## src/shared/trap_state_defines.vh

```
`ifndef TRAP_STATE_DEFINES_VH
`define TRAP_STATE_DEFINES_VH

// Privileged register numbers
`define PREG_TRAP_DEPTH      5'h07
`define PREG_INT_THRESHOLD   5'h08
`define PREG_GLOBAL_SET      5'h10

// Architectural limits
`define MAX_TRAP_DEPTH       2'h2
`define MAX_GLOBAL_SET       3'h2

// Field widths
`define TRAP_DEPTH_W         2
`define GLOBAL_SET_W         3
`define INT_LEVEL_W          4

// Reset values
`define TRAP_DEPTH_RST       2'h0
`define GLOBAL_SET_RST       3'h0
`define INT_THRESHOLD_RST    4'hf

`endif

```

## src/rtl/trap_and_global_level_state.v

```verilog
`timescale 1ns/10ps
`include "trap_state_defines.vh"
// Operation
// RULE1: Trap depth zero means normal operation; above zero means traps in progress.
// RULE2: Trap depth never exceeds max_trap_depth, which is two.
// RULE3: Privileged write of 3 to 7 to trap depth stores 2, no exception.
// RULE4: Only bits 1:0 of trap-depth write data are kept; clamp applies first.
// RULE5: Direct trap-depth write changes nothing else, no save or restore.
// RULE6: Software must not run nonprivileged code with nonzero trap depth.
// RULE7: Leveled interrupt accepted only when its level exceeds the threshold.
// RULE8: Higher interrupt level numbers have higher priority.
// RULE9: Trap entry saves global-set level at current depth, then increments it.
// RULE10: Trap return reloads global-set level from entry at current depth.
// RULE11: Global-set level stays within 0 to max_global_set, which is two.
// RULE12: Global-set level is 3 bits; unimplemented bits read zero.
// RULE13: Trap depth and global-set level are independent counters.
// RULE14: Global-set level is privileged register 16; write switches visible set.
// RULE15: Privileged write above max_global_set stores max_global_set, no exception.
// RULE16: Trap return restores whatever the saved state holds now.
// RULE17: Trap entry increments trap depth; trap return decrements it.
// RULE18: Nonprivileged write raises priv_instr_violation and leaves register unchanged.
module trap_and_global_level_state #(
  parameter INT_LW = 4
) (
  input  wire                     clk_i,
  input  wire                     reset_n_i,
  input  wire                     priv_mode_i,
  input  wire                     wr_en_i,
  input  wire [4:0]               wr_reg_i,
  input  wire [63:0]              wr_data_i,
  input  wire [4:0]               rd_reg_i,
  output reg  [63:0]              rd_data_o,
  input  wire                     trap_entry_i,
  input  wire                     trap_return_i,
  input  wire                     saved_gl_wr_i,
  input  wire [1:0]               saved_gl_idx_i,
  input  wire [2:0]               saved_gl_data_i,
  output wire [2:0]               saved_gl_o,
  input  wire [(1<<INT_LW)-1:0]   int_pending_i,
  output wire                     int_take_o,
  output wire [INT_LW-1:0]        int_level_o,
  output wire [1:0]               trap_depth_o,
  output wire                     in_trap_o,
  output wire [2:0]               global_set_level_o,
  output reg                      priv_instr_violation_o
);

  // ****************************************************************
  // State
  // ****************************************************************
  reg [`TRAP_DEPTH_W-1:0] trap_depth_q;
  reg [`TRAP_DEPTH_W-1:0] trap_depth_d;
  reg [1:0]               gl_q;
  reg [1:0]               gl_d;
  reg [INT_LW-1:0]        threshold_q;
  reg [INT_LW-1:0]        threshold_d;
  reg                     viol_d;
  reg [1:0]               wr_td_low;
  reg [2:0]               wr_gl_val;
  wire [2:0]              restore_gl;
  wire                    mem_wr;
  wire [1:0]              mem_wr_addr;
  wire [2:0]              mem_wr_data;
  wire [1:0]              mem_rd_addr;
  wire                    wr_td;
  wire                    wr_gl;
  wire                    wr_pil;

  assign wr_td  = wr_en_i && (wr_reg_i == `PREG_TRAP_DEPTH);
  assign wr_gl  = wr_en_i && (wr_reg_i == `PREG_GLOBAL_SET);
  assign wr_pil = wr_en_i && (wr_reg_i == `PREG_INT_THRESHOLD);

  // ****************************************************************
  // Saved trap state store
  // ****************************************************************
  // Hardware save on trap entry takes priority over software update
  assign mem_wr      = trap_entry_i || saved_gl_wr_i;
  // Entry is saved at the incremented depth, where the matching return reads it
  assign mem_wr_addr = trap_entry_i ? trap_depth_d : saved_gl_idx_i; // see RULE9
  assign mem_wr_data = trap_entry_i ? {1'b0, gl_q} : saved_gl_data_i;
  assign mem_rd_addr = trap_return_i ? trap_depth_q : saved_gl_idx_i;

  saved_gl_mem #(
    .DEPTH (3),
    .AW    (2),
    .DW    (3)
  ) u_saved_gl (
    .clk_i     (clk_i),
    .reset_n_i (reset_n_i),
    .wr_en_i   (mem_wr),
    .wr_addr_i (mem_wr_addr),
    .wr_data_i (mem_wr_data),
    .rd_addr_i (mem_rd_addr),
    .rd_data_o (restore_gl)
  );

  assign saved_gl_o = restore_gl;

  // Combinational read of the addressed entry for trap return
  reg [2:0] ret_gl;
  reg [2:0] ret_clamp;
  reg [2:0] ret_mem [0:2];
  integer   k;

  // Shadow copy used for same-cycle restore on trap return
  always @(posedge clk_i or negedge reset_n_i)
  begin
    if (!reset_n_i)
    begin
      for (k = 0; k < 3; k = k + 1)
        ret_mem[k] <= 3'h0;
    end
    else if (mem_wr && (mem_wr_addr < 2'h3))
      ret_mem[mem_wr_addr] <= mem_wr_data;
  end

  // Current contents, whatever software left there
  always @*
  begin
    ret_gl = 3'h0;
    if (trap_depth_q < 2'h3)
      ret_gl = ret_mem[trap_depth_q]; // see RULE16
    // Out-of-range saved values restore as the top set
    ret_clamp = (ret_gl > `MAX_GLOBAL_SET) ? `MAX_GLOBAL_SET : ret_gl;
  end

  // ****************************************************************
  // Write decode and next-state
  // ****************************************************************
  always @*
  begin
    trap_depth_d = trap_depth_q;
    gl_d         = gl_q;
    threshold_d  = threshold_q;
    viol_d       = 1'b0;
    // Clamp on the full value first, then keep the low two bits
    wr_td_low    = (wr_data_i > {62'h0, `MAX_TRAP_DEPTH}) ? `MAX_TRAP_DEPTH
                                                          : wr_data_i[1:0]; // see RULE4
    wr_gl_val    = (wr_data_i > {61'h0, `MAX_GLOBAL_SET}) ? `MAX_GLOBAL_SET
                                                          : wr_data_i[2:0]; // see RULE15
    if (trap_entry_i)
    begin
      // Saturating increments, each counter on its own
      if (trap_depth_q < `MAX_TRAP_DEPTH)
        trap_depth_d = trap_depth_q + 2'h1; // see RULE17
      if ({1'b0, gl_q} < `MAX_GLOBAL_SET)
        gl_d = gl_q + 2'h1; // see RULE9
    end
    else if (trap_return_i)
    begin
      if (trap_depth_q != 2'h0)
        trap_depth_d = trap_depth_q - 2'h1; // see RULE17
      gl_d = ret_clamp[1:0]; // see RULE10
    end
    else if ((wr_td || wr_gl || wr_pil) && !priv_mode_i)
      viol_d = 1'b1; // see RULE18
    else if (wr_td)
      trap_depth_d = wr_td_low; // see RULE3 RULE5
    else if (wr_gl)
      gl_d = wr_gl_val[1:0]; // see RULE14
    else if (wr_pil)
      threshold_d = wr_data_i[INT_LW-1:0];
  end

  // Architectural state registers
  always @(posedge clk_i or negedge reset_n_i)
  begin
    if (!reset_n_i)
    begin
      trap_depth_q           <= `TRAP_DEPTH_RST;
      gl_q                   <= 2'h0;
      threshold_q            <= `INT_THRESHOLD_RST;
      priv_instr_violation_o <= 1'b0;
    end
    else
    begin
      trap_depth_q           <= trap_depth_d; // see RULE2
      gl_q                   <= gl_d; // see RULE11
      threshold_q            <= threshold_d;
      priv_instr_violation_o <= viol_d;
    end
  end

  // ****************************************************************
  // Read port
  // ****************************************************************
  always @(posedge clk_i or negedge reset_n_i)
  begin
    if (!reset_n_i)
      rd_data_o <= 64'h0000_0000_0000_0000;
    else
    begin
      case (rd_reg_i)
        `PREG_TRAP_DEPTH:    rd_data_o <= {62'h0, trap_depth_q};
        `PREG_GLOBAL_SET:    rd_data_o <= {62'h0, gl_q}; // see RULE12
        `PREG_INT_THRESHOLD: rd_data_o <= {{(64-INT_LW){1'b0}}, threshold_q};
        default:             rd_data_o <= 64'h0000_0000_0000_0000;
      endcase
    end
  end

  // ****************************************************************
  // Interrupt level acceptance
  // ****************************************************************
  int_level_select #(
    .LW (INT_LW)
  ) u_int_sel (
    .pending_i   (int_pending_i),
    .threshold_i (threshold_q), // see RULE7
    .take_o      (int_take_o), // see RULE8
    .level_o     (int_level_o)
  );

  // Status outputs; counters kept independent
  assign trap_depth_o       = trap_depth_q; // see RULE13
  assign in_trap_o          = (trap_depth_q != 2'h0); // see RULE1
  assign global_set_level_o = {1'b0, gl_q};

endmodule

```

## src/rtl/saved_gl_mem.v

```verilog
`timescale 1ns/10ps
// ****************************************************************
// Per-depth saved global-set levels
// ****************************************************************
module saved_gl_mem #(
  parameter DEPTH = 3,
  parameter AW    = 2,
  parameter DW    = 3
) (
  input  wire          clk_i,
  input  wire          reset_n_i,
  input  wire          wr_en_i,
  input  wire [AW-1:0] wr_addr_i,
  input  wire [DW-1:0] wr_data_i,
  input  wire [AW-1:0] rd_addr_i,
  output reg  [DW-1:0] rd_data_o
);

  reg [DW-1:0] mem_q [0:DEPTH-1];

  // Entry storage, one register per depth
  genvar g;
  generate
    for (g = 0; g < DEPTH; g = g + 1)
    begin : entry
      always @(posedge clk_i or negedge reset_n_i)
      begin
        if (!reset_n_i)
          mem_q[g] <= {DW{1'b0}};
        else if (wr_en_i && ({{(32-AW){1'b0}}, wr_addr_i} == g))
          mem_q[g] <= wr_data_i;
      end
    end
  endgenerate

  // Registered read port
  always @(posedge clk_i or negedge reset_n_i)
  begin
    if (!reset_n_i)
      rd_data_o <= {DW{1'b0}};
    else if (rd_addr_i < DEPTH)
      rd_data_o <= mem_q[rd_addr_i];
    else
      rd_data_o <= {DW{1'b0}};
  end

endmodule

```

## src/rtl/int_level_select.v

```verilog
`timescale 1ns/10ps
// ****************************************************************
// Highest pending interrupt level above threshold
// ****************************************************************
module int_level_select #(
  parameter LW = 4
) (
  input  wire [(1<<LW)-1:0] pending_i,
  input  wire [LW-1:0]      threshold_i,
  output reg                take_o,
  output reg  [LW-1:0]      level_o
);

  integer i;

  // Scan upward so the highest level wins
  always @*
  begin
    take_o  = 1'b0;
    level_o = {LW{1'b0}};
    for (i = 1; i < (1 << LW); i = i + 1)
    begin
      if (pending_i[i] && (i > threshold_i))
      begin
        take_o  = 1'b1;
        level_o = i[LW-1:0];
      end
    end
  end

endmodule

```

## config.mk

```make
export PLATFORM = sky130hd
export DESIGN_NAME = trap_and_global_level_state
export DESIGN_NICKNAME = d
export VERILOG_FILES = /design/src/rtl/trap_and_global_level_state.v /design/src/rtl/saved_gl_mem.v /design/src/rtl/int_level_select.v
export VERILOG_INCLUDE_DIRS = /design/src /design/src/shared
export SDC_FILE = /design/constraint.sdc
export NUM_CORES = 1
export LEC_CHECK = 0
export BUFFER_PORTS_ARGS = -buffer_cell sky130_fd_sc_hd__buf_2
export CORE_ASPECT_RATIO = 1.75
export CORE_MARGIN = 1
export CORE_UTILIZATION = 43
export CTS_CLUSTER_SIZE = 10
export DETAILED_ROUTE_END_ITERATION = 8
export GPL_TIMING_DRIVEN = 0
export PLACE_DENSITY = 0.89
export SETUP_SLACK_MARGIN = 0.02
export SLEW_MARGIN = 30
export SYNTH_ARGS = -nofsm -noshare
export SYNTH_HDL_FRONTEND = slang
export SYNTH_HIERARCHICAL = 1
export SYNTH_SLANG_ARGS = --single-unit
export TNS_END_PERCENT = 20
```

## constraint.sdc

```tcl
create_clock -name clk_i -period 2.23 [get_ports clk_i]
set_input_delay 0.3345 -clock clk_i [delete_from_list [all_inputs] [get_ports clk_i]]
set_output_delay 0.3345 -clock clk_i [all_outputs]
set_load 0.01 [all_outputs]
```

# Word level (Yosys, flattened, before mapping)
# Cells that the tools add are included.
# op_classes
eq_ne	11
n_lt_le_gt_ge	26
add_sub_neg	3
muxes	63
reduce_logical	33
n_bitwise	8
# op_table
op	count
64-bit by 2-bit > comparator with 1-bit output (second input constant)	1
2-bit two-way mux	19
3-bit two-way mux	12
4-bit > comparator (first input constant)	8
4-bit two-way mux	8
1-bit logical AND	24
1-bit two-way mux	19
3-bit by 4-bit > comparator with 1-bit output (first input constant)	4
3-bit binary-select mux with 2-bit select	2
4-bit one-hot mux with 3 select lines	1
5-bit by 3-bit equality test with 1-bit output (second input constant)	2
5-bit by 4-bit equality test with 1-bit output (second input constant)	2
5-bit equality test (second input constant)	2
2-bit < comparator (second input constant)	5
9-bit bitwise mux	1
3-bit greater-or-equal comparator (second input constant)	3
2-bit NOT with 3-bit output	3
2-bit by 4-bit > comparator with 1-bit output (first input constant)	2
3-bit demux with 2-bit select	1
3-bit inequality test (second input constant)	2
6-bit AND reduction	1
1-bit NOT	5
2-bit by 1-bit adder with 2-bit output (second input constant)	2
1-bit by 4-bit > comparator with 1-bit output (first input constant)	1
12 further kinds	14
# word_totals
wordCells	156
input_bits	102
register_bits	94
out_inout_bits	79

# Logic depth before layout (Yosys ltp)
# Gate-level depths: netlist of run 1.
# logic_depth
word_depth	17
depth_mapped	7
depth_no_buf	7

# Modules after synthesis
# The synthesis of run 1 kept the hierarchy.
# modules_own_cells
module	cells_per_inst	seq_area_each_um2	area_per_inst_um2	n_inst
trap_and_global_level_state	198	555.5	1800.5	1
saved_gl_mem	31	300.3	491.7	1
int_level_select	63	0.0	420.4	1

# Worst setup path after synthesis of run 1
# No wires, ideal clock.
# synth_path
path_kind	flip-flop to flip-flop
from	register trap_depth_q[1] (netlist: trap_depth_o[1])
to	register ret_mem[0] (netlist name)
path_buffers	0
stages_incl_launch_ff	8
setup_ps	125
setup_slack_ps	235
t_required_ps	2105
arrival_time_ps	1871
period_less_slack_ps	1995
cell_sequence	dfrtp_1 -> inv_1 -> ha_1 -> nor2_1 -> a21oi_1 -> inv_1 -> nor3_1 -> mux2_2
# synth_between
elab_chain_cells	11
elab_cells_between_ends	20
cone_classes	add/sub: 2; order compare: 4; mux: 10; bitwise: 1; reduce/logical: 3
# synth_lines
element	line_no	source
start: declaration	trap_and_global_level_state.v:51	reg [`TRAP_DEPTH_W-1:0] trap_depth_q;
start signal: assignment	trap_and_global_level_state.v:170	trap_depth_q <= `TRAP_DEPTH_RST;
start signal: assignment	trap_and_global_level_state.v:177	trap_depth_q <= trap_depth_d;
2-bit nonzero test	trap_and_global_level_state.v:151	if (trap_depth_q != 2'h0)
2-bit two-way mux	trap_and_global_level_state.v:151	
2-bit two-way mux	trap_and_global_level_state.v:149	else if (trap_return_i)
2-bit two-way mux (*)	trap_and_global_level_state.v:141	if (trap_entry_i)
2-bit two-way mux (*)	trap_and_global_level_state.v:79	assign mem_wr_addr = trap_entry_i ? trap_depth_d : saved_gl_idx_i;
named net mem_wr_addr[0]	trap_and_global_level_state.v:62	wire [1:0] mem_wr_addr;
2-bit NOT with 3-bit output (not written as such)	trap_and_global_level_state.v:114	ret_mem[mem_wr_addr] <= mem_wr_data;
3-bit greater-or-equal comparator (not written as such) or 3-bit by 1-bit < comparator with 1-bit output (tied branches)	trap_and_global_level_state.v:114	
1-bit logical AND (not written as such)	trap_and_global_level_state.v:114	
3-bit two-way mux (not written as such)	trap_and_global_level_state.v:114	
3-bit demux with 2-bit select	trap_and_global_level_state.v:114	
9-bit bitwise mux	trap_and_global_level_state.v:114	
end signal: indexed assignment	trap_and_global_level_state.v:114	
end: declaration	trap_and_global_level_state.v:102	reg [2:0] ret_mem [0:2];
# The timed path passes the listed nets; every way through them passes the cells marked *.
# A chain may end at the register's enable or synchronous reset.

# Worst setup path in the final report of run 1
# layout_path
from	register threshold_q[2]
to	output int_level_o[1]
# layout_between
elab_chain_cells	16
elab_cells_between_ends	42
cone_classes	order compare: 14; mux: 14; reduce/logical: 14
# layout_lines
element	line_no	source
start: declaration	trap_and_global_level_state.v:55	reg [INT_LW-1:0] threshold_q;
start signal: assignment	trap_and_global_level_state.v:172	threshold_q <= `INT_THRESHOLD_RST;
start signal: assignment	trap_and_global_level_state.v:179	threshold_q <= threshold_d;
2-bit by 4-bit > comparator with 1-bit output	int_level_select.v:23	if (pending_i[i] && (i > threshold_i))
1-bit logical AND	int_level_select.v:23	
2-bit two-way mux (2 in series)	int_level_select.v:23	
3-bit two-way mux (4 in series)	int_level_select.v:23	
4-bit two-way mux (7 in series)	int_level_select.v:23	
4-bit two-way mux (*)	int_level_select.v:23	
end: declaration	trap_and_global_level_state.v:41	output wire [INT_LW-1:0] int_level_o,
# Every way passes the cells marked *; elsewhere a longest branch is shown, timed or not.

==> impl_results.md, run 1 <==
* Via-per-instance ratio at 5.04
* Gate Count Post-Synth at 292
* Clock Pin Slew Worst Setup and Hold Paths at 0.07 ns
* Cts hold-fix bufs at 0
* P_leak at 2.01 nW
* Synth Area per Inst at 9.29 sq um
* Min Tclk post-route at 2.27 ns
* Core area at 0.00597 sq mm
* Final setup vio count at 2
* Primary FF master, synth: dfrtp_1
* Synth area leader: dfrtp_1
* Sequential area share after synthesis at 0.315
* Final hold violation count at 0
* # clock sinks at 34
* Measured slew at the worst slew-check pin at 0.732 ns
* Io pins at 181
* Clk buf depth at 2
* Flops & latches, synth at 34
* Most frequent cells in the layout: buf_2 (118), buf_4 (65), conb_1 (61)
* Row count at 37
* Die Wd at 62.0 um
* Most common library cell in the layout ignoring fill and taps: buf_2
* Crit path max-delay cell type: dfstp_2
* Fin. max-slew vios at 0
* Crit. End Element: primary output
* DR iter-0 viols at 166
* Antenna Violating Nets Remaining at 0
* GR Util All Layers at 0.235
* Non-filler cells, final at 562
* Fraction of layout cells with a size suffix above 1 at 0.493
* Die Y at 107 um
* Largest cells by area after synthesis: dfrtp_1 (28%), buf_4 (17%), mux2_2 (7.9%), dfstp_2 (3.9%), nor4_1 (3.7%)
* Max VDD drop at 746 uV
* Status: finished with violations
* Starting Density at 0.454
* Final Net Count at 587
* Final instance area at 0.00387 sq mm
* Synth warn at 6
* H-tree Lvls at 2
* Hold/Removal Path Class: in2async
* IO buf count at 118
* Via count at 2831
* Cell family with most CP delay: compound AO/OA/AOI/OAI gates
* Post-DR wirelength/cell at 14.1 um
* PD cells at 724 mW/mm^2
* Dpl cells at 548
* Rel. slew slack at 0.512
* Largest net degree at the start of global routing at 35
* CTS Buf Count at 5
* Max incr delay on CP at 0.59 ns
* Post-synthesis cell type count at 60
* Area grow syn2layout at 42.6%
* Initial antenna violation count at 0
* Failing checks: setup timing
* GP Congestion at 0.946
* DP Worst Slack at -0.0524 ns
* TritonCTS clock tree: done
* Critical path class: reg2out
* CP Launch Type: flip-flop
* Max Clock Skew at 0.00272 ns
* Global route overflow at 0
* Vias in the first global route at 2623
* Final period util at 1.02
* Mapped Area at 0.00271 sq mm
* Ordered cell list for the critical path: buf_6, o2bb2ai_1, a21oi_2, a31o_2, a21boi_1, o21bai_1, buf_2
* Die ar. at 0.00664 sq mm
* EDFF count, synth at 0
* Worst-skew pair later-pin latency at 0.28 ns
* Post-DP Area at 0.00363 sq mm
* # DRC at 0
* Pre-Repair DR Iteration Count at 5
* Final hold slack at 0.107 ns
* FF-to-FF setup slack at 0.12 ns
* RSZ-0062 raised after global routing: true
* Final setup margin at -0.0410 ns
* Share of the synthesized area in the top cell type at 0.277
* Max-Cap Viols at 0
* First-pass GRT wire length at 11600 um
* Async set-or-reset flop fraction in the synthesized netlist at 1.00
* Worst EP required at 1.90 ns
* WL final at 7910 um
* Setup TNS at -0.0612 ns
* Max Freq at 440 MHz
* Dpl hpwl at 6460 um
* Critical-path maximum fanout at 10
* Buf+Inv Stages, Crit Path at 2
* Worst Path Arrival at 1.94 ns
* CTS root buf: clkbuf_8
## registers in the layout, indices dropped and copies added, names as in the netlist
| signal | flops |
|---|---|
| ret_mem | 9 |
| u_saved_gl/mem_q | 9 |
| rd_data_o | 4 |
| threshold_q | 4 |
| u_saved_gl/rd_data_o | 3 |
| gl_q | 2 |
| trap_depth_o | 2 |
| priv_instr_violation_o | 1 |
## Yosys cell counts (2+ instances only)
master / instances
mux2_2: 19
o2bb2ai_1: 4
o21a_1: 2
a31oi_1: 3
a2bb2oi_1: 2
nand4_1: 6
nand2b_1: 2
nor4_1: 16
ha_1: 3
o21ai_0: 8
nor2_1: 17
dfstp_2: 4
a21oi_1: 12
a21boi_0: 2
nor2b_1: 4
mux2_1: 7
mux2i_1: 4
nor3b_1: 2
inv_1: 14
nand2_1: 11
nand3_1: 5
a22oi_1: 3
nor3_1: 8
o211ai_1: 2
o22ai_1: 2
and2_1: 2
dfrtp_1: 30
nand3b_1: 4
buf_4: 63
## final timing paths
kind                                            startpoint  cells after the start                                 to
max                             threshold_q[2]$_DFFE_PN1P_                      7                     int_level_o[1]
min                                              reset_n_i                      1    u_saved_gl/mem_q[5]$_DFFE_PN0P_
max reg2reg                      trap_depth_o[0]$_DFF_PN0_                      7    u_saved_gl/mem_q[8]$_DFFE_PN0P_
min reg2reg                u_saved_gl/mem_q[4]$_DFFE_PN0P_                      1  u_saved_gl/rd_data_o[1]$_DFF_PN0_
max in group asynchronous                        reset_n_i                      1          trap_depth_o[1]$_DFF_PN0_
min in group clk_i                            wr_data_i[1]                      2         threshold_q[1]$_DFFE_PN1P_
## through the flow
stage | util | power (mW)
after floorplan | - | 1.70
after global placement | 0.607 | 2.01
after detailed placement | 0.607 | 2.06
after CTS | 0.634 | 2.78
after global routing | 0.647 | 2.98
final | 0.648 | 2.80
## area by class of cell
type	instances	area, sq um
Antenna cell	1	2.50
Buffer	66	507
Clock buffer	6	82.6
Clock inverter	2	60.1
Fill cell	488	2100
Inverter	14	52.6
Multi-Input combinational cell	238	1570
Sequential cell	34	858
Tap cell	78	97.6
Timing Repair Buffer	123	641
## per-layer routing
layer | global-route usage | up-vias | part of all wire
met5 | 0 | - | 0
met4 | 0.116 | 0 | 0.035
met3 | 0.0639 | 28 | 0.10
met2 | 0.410 | 186 | 0.52
met1 | 0.243 | 1294 | 0.34
li1 | - | 1323 | -
## power by group
| group | switching (mW) | internal [mW] |
|---|---|---|
| logic | 0.538 | 0.546 |
| clock network | 0.215 | 0.476 |
| registers | 0.173 | 0.852 |
## cells by family (layout without fill, tap and decap cells)
group	after synthesis	after routing	synth area share
simple gates	88	88	0.194
mux	30	30	0.123
fa+ha+maj	4	4	0.0175
other cells	1	62	0.00138
compound gates	54	54	0.145
buf+inv	80	211	0.201
flops	34	34	0.315
xor+xnor	1	1	0.00323
## worst register-to-register path, delay by kind of cell (launching register included)
family          cells  cell delay [ns]
flops               1             0.47
compound gates      1             0.23
mux                 1             0.37
buf+inv             2             0.29
fa+ha+maj           1             0.22
simple gates        2             0.41
## timing repair
item,in CTS,in global routing
endpoints found under the setup margin,5,16
cloned,0,0
resized for setup,4,10
pin swaps,0,4
endpoints found under the hold margin,0,0
buffers inserted,0,5
Power figures use the tool's default switching activity.
==> inputs of run 2 (changes only) <==
PLACE_DENSITY = default   (was 0.89)
PLACE_DENSITY_LB_ADDON = 0.2   (was default)
clock period = 2.3 ns   (was 2.23 ns; I/O delays follow)
==> impl_results.md, run 2 (same netlist as run 1, synthesis figures left out) <==
* Status: complete, no violations
* # DRC at 0
* Setup TNS at 0 ns
* Die ar. at 0.00664 sq mm
* DR iter-0 viols at 103
* Final instance area at 0.00381 sq mm
* # diodes at 0
* Hold/Removal Path Class: in2async
* Global route overflow at 0
* CP Launch Point: threshold_q[3]$_DFFE_PN1P_
* Post-DP Area at 0.00363 sq mm
* Reg2reg start: trap_depth_o[0]$_DFF_PN0_
* Final hold slack at 0.111 ns
* Via-per-instance ratio at 4.79
* Final period util at 0.963
* R2r worst-path depth at 7
* Fraction of layout cells with a size suffix above 1 at 0.492
* Max-Cap Viols at 0
* CTS root buf: clkbuf_8
* GR Util All Layers at 0.218
* Most frequent cells in the layout: buf_2 (118), buf_4 (65), conb_1 (61)
* GP Congestion at 0.925
* Initial antenna violation count at 0
* PD cells at 675 mW/mm^2
* Finished Core Util at 0.639
* Net load switching power at 0.905 mW
* CTS Buf Count at 5
* Clock Pin Slew Worst Setup and Hold Paths at 0.08 ns
* Final setup margin at 0.0855 ns
* # clock sinks at 34
* Io pins at 181
* DP Worst Slack at 0.00925 ns
* Max VDD drop at 521 uV
* Die Wd at 62.0 um
* Crit. End Element: primary output
* Ordered cell list for the critical path: buf_6, and3_4, o22ai_4, nor2_4, nand3_2, a2111o_1, buf_2
* Pre-Repair DR Iteration Count at 4
* Crit path max-delay cell type: dfstp_2
* Worst-skew pair later-pin latency at 0.28 ns
* Critical path class: reg2out
* Reg power frac at 0.388
* Max incr delay on CP at 0.58 ns
* Final setup vio count at 0
* Starting Density at 0.454
* Dpl hpwl at 5920 um
* TritonCTS clock tree: done
* Rel. slew slack at 0.518
* Vias in the first global route at 2532
* Die Y at 107 um
* Combinational power share at 0.398
* Worst EP required at 1.96 ns
* CP Launch Type: flip-flop
* RSZ-0062 raised after global routing: true
* Min Tclk post-route at 2.21 ns
* Max Freq at 452 MHz
* Worst Path Arrival at 1.87 ns
* Post-DR wirelength/cell at 12.9 um
* First-pass GRT wire length at 10800 um
* P_leak at 1.98 nW
* Clock Power Share at 0.213
* Clk buf depth at 2
* Dpl cells at 548
* Max Clock Skew at 0.00717 ns
* Largest registers: ret_mem: 9 flops, u_saved_gl/mem_q: 9 flops
* Switching fraction of total power at 0.352
* H-tree Lvls at 2
* Critical-path maximum fanout at 5
* IO buf count at 118
* Via count at 2682
* Core area at 0.00597 sq mm
* Antenna Violating Nets Remaining at 0
* Cts hold-fix bufs at 0
* WL final at 7210 um
* FF-to-FF setup slack at 0.18 ns
* Internal Power at 1.67 mW
* Pwr Total at 2.57 mW
* Largest net degree at the start of global routing at 35
* Non-filler cells, final at 560
* Final Net Count at 586
* Measured slew at the worst slew-check pin at 0.722 ns
* Row count at 37
* Fin. max-slew vios at 0
* Most common library cell in the layout ignoring fill and taps: buf_2
* Area grow syn2layout at 40.6%
* Final hold violation count at 0
[run 2: cell count changes in the layout (fill, tap and decap cells not counted), sizes merged]
cell | previous run | this run
clkinvlp | 0 | 2
buf | 188 | 187
bufinv | 2 | 1
clkbuf | 7 | 6
diode | 1 | 0
[run 2: worst max-delay path, delay by kind of cell (launching register included)]
family                 cells  cell delay, ns
flip-flops                 1            0.58
buffers and inverters      2            0.27
AO/OA/AOI/OAI              2            0.36
AND/OR/NAND/NOR            3            0.38
[run 2: timing repair]
item | 4_1_cts | 5_1_grt
pin swaps | 2 | 1
resized for setup | 4 | 9
buffers inserted | 2 | 2
endpoints found under the setup margin | 5 | 11
[run 2: layer usage]
layer / vias up / share of wire / global-route usage
met5: - / 0 / 0
li1: 1320 / - / -
met1: 1212 / 0.36 / 0.220
met4: 0 / 0.023 / 0.103
met2: 134 / 0.54 / 0.400
met3: 16 / 0.073 / 0.0410
[run 2: path summary, 6_finish.rpt]
kind	to
max	int_take_o
min reg2reg	u_saved_gl/rd_data_o[0]$_DFF_PN0_
min	ret_mem[3]$_DFFE_PN0P_
max reg2reg	ret_mem[0]$_DFFE_PN0P_
min in group clk_i	priv_instr_violation_o$_DFF_PN0_
max in group asynchronous	trap_depth_o[0]$_DFF_PN0_
[run 2: power groups by stage]
stage	Clock [mW]	Combinational (mW)	Sequential, mW
finish	0.549	1.02	0.999
global route	0.578	1.13	1.03
CTS	0.560	1.00	0.995
detailed placement	0	0.994	1.01
global placement	0	0.973	0.993
floorplan	0	0.666	0.979
[run 2: cell type report]
class	instances	area, sq um
inverter	14	52.6
sequential	34	858
clock inverter	3	45.0
multi-input combinational	238	1560
clock buffer	5	68.8
timing repair buffer	122	621
tap	78	97.6
buffer	66	507
fill	542	2160
==> inputs of run 3 (changes only) <==
PLACE_DENSITY = 0.82   (was default)
PLACE_DENSITY_LB_ADDON = default   (was 0.2)
==> impl_results.md, run 3 (same netlist as run 1, synthesis figures left out) <==
* Status: complete, no violations
* Worst r2r dst: u_saved_gl/mem_q[8]$_DFFE_PN0P_
* Pre-Repair DR Iteration Count at 4
* Most common library cell in the layout ignoring fill and taps: buf_2
* CTS root buf: clkbuf_8
* Core area at 0.00597 sq mm
* RSZ-0062 raised after global routing: true
* Switching fraction of total power at 0.339
* Die ar. at 0.00664 sq mm
* GP Congestion at 0.943
* FF-to-FF setup slack at 0.17 ns
* Max-Cap Viols at 0
* Max Freq at 447 MHz
* DR iter-0 viols at 113
* Largest net degree at the start of global routing at 35
* Hold/Removal Path Class: in2async
* Area grow syn2layout at 41.7%
* Combinational power share at 0.379
* Dpl hpwl at 6090 um
* Most frequent cells in the layout: buf_2 (117), buf_4 (66), conb_1 (61)
* Reg power frac at 0.374
* WL final at 7520 um
* Clock Pin Slew Worst Setup and Hold Paths at 0.08 ns
* Final Net Count at 587
* Internal Power at 1.78 mW
* Net load switching power at 0.912 mW
* IO buf count at 118
* Rel. slew slack at 0.510
* Vias in the first global route at 2611
* Fin. max-slew vios at 0
* Non-filler cells, final at 561
* Worst-skew pair later-pin latency at 0.29 ns
* # clock sinks at 34
* Final hold violation count at 0
* Grt peak-use layer: met2
* Cell mode on critical path: buf_6
* Crit path max-delay cell type: dfstp_2
* Starting Density at 0.454
* Cts hold-fix bufs at 0
* Clk buf depth at 2
* Min Tclk post-route at 2.24 ns
* Reg2reg start: trap_depth_o[0]$_DFF_PN0_
* R2r worst-path depth at 7
* H-tree Lvls at 2
* Met2 Use GR at 0.413
* Crit. End Element: primary output
* CP Launch Type: flip-flop
* DP Worst Slack at 0.0688 ns
* Clock Power Share at 0.247
* Final period util at 0.972
* CP Launch Point: threshold_q[3]$_DFFE_PN1P_
* Via-per-instance ratio at 4.80
* P_leak at 2.00 nW
* Post-DR wirelength/cell at 13.4 um
* Die Y at 107 um
* Via count at 2695
* Dpl cells at 548
* Max incr delay on CP at 0.57 ns
* TritonCTS clock tree: done
* Pwr Total at 2.69 mW
* Final hold slack at 0.111 ns
* Die Wd at 62.0 um
* PD cells at 700 mW/mm^2
* First-pass GRT wire length at 11100 um
* Final setup margin at 0.0635 ns
* # diodes at 0
* Setup TNS at 0 ns
* Measured slew at the worst slew-check pin at 0.734 ns
* Ordered cell list for the critical path: buf_6, and3_4, o22ai_4, nor2_4, nand3_2, a2111o_1, buf_6
* Met3 GRT Util at 0.0434
* Max Clock Skew at 0.00790 ns
* Final setup vio count at 0
* Met1 Usage GRT at 0.219
* Antenna Violating Nets Remaining at 0
* Row count at 37
* # DRC at 0
* CTS Buf Count at 5
* GR Util All Layers at 0.220
* Io pins at 181
* Critical-path maximum fanout at 5
* Max VDD drop at 596 uV
* Global route overflow at 0
* Critical path class: reg2out
* Worst Path Arrival at 1.89 ns
* Largest registers: ret_mem: 9 flops, u_saved_gl/mem_q: 9 flops
* Fraction of layout cells with a size suffix above 1 at 0.491
* Worst EP required at 1.96 ns
* Initial antenna violation count at 0
[run 3: metal layers]
metal,vias up,share of wire
met2,138,0.54
met1,1223,0.37
met4,0,0.022
met3,19,0.068
li1,1315,-
met5,-,0
[run 3: final cells by class]
| class | instances | area (sq um) |
|---|---|---|
| Clock buffer | 5 | 68.8 |
| Inverter | 14 | 52.6 |
| Multi-Input combinational cell | 238 | 1560 |
| Clock inverter | 3 | 68.8 |
| Buffer | 66 | 507 |
| Timing Repair Buffer | 123 | 634 |
| Sequential cell | 34 | 858 |
| Tap cell | 78 | 97.6 |
| Fill cell | 529 | 2130 |
[run 3: worst max path at each step]
stage | to | depth (start not counted)
floorplan | ret_mem[0]$_DFFE_PN0P_ | 7
global placement | ret_mem[1]$_DFFE_PN0P_ | 7
detailed placement | ret_mem[1]$_DFFE_PN0P_ | 7
CTS | int_level_o[1] | 7
global route | int_level_o[1] | 7
finish | int_take_o | 7
[run 3: timing repair]
item | in CTS | in global routing
setup endpoints to repair | 2 | 11
hold endpoints to repair | 0 | 0
resized for setup | 4 | 9
pin swaps | 2 | 1
setup buffers | 5 | 0
[run 3: through the flow]
stage / util / instance area [sq um]
finish: 0.644 / 3840
CTS: 0.639 / 3810
detailed placement: 0.607 / 3630
global route: 0.644 / 3840
floorplan: - / 2940
global placement: 0.607 / 3630
[run 3: critical path: cells and delay by family, from the launching register on]
| kind | cells | cell delay (ns) |
|---|---|---|
| AO/OA/AOI/OAI | 2 | 0.39 |
| buffers and inverters | 2 | 0.25 |
| AND/OR/NAND/NOR | 3 | 0.39 |
| flip-flops | 1 | 0.57 |
[run 3: power by group through the flow]
stage	clock [mW]	combinational, mW	sequential [mW]
global route	0.700	1.13	1.03
detailed placement	0	0.992	1.01
finish	0.665	1.02	1.01
global placement	0	0.962	0.989
CTS	0.678	1.00	0.996
floorplan	0	0.666	0.979
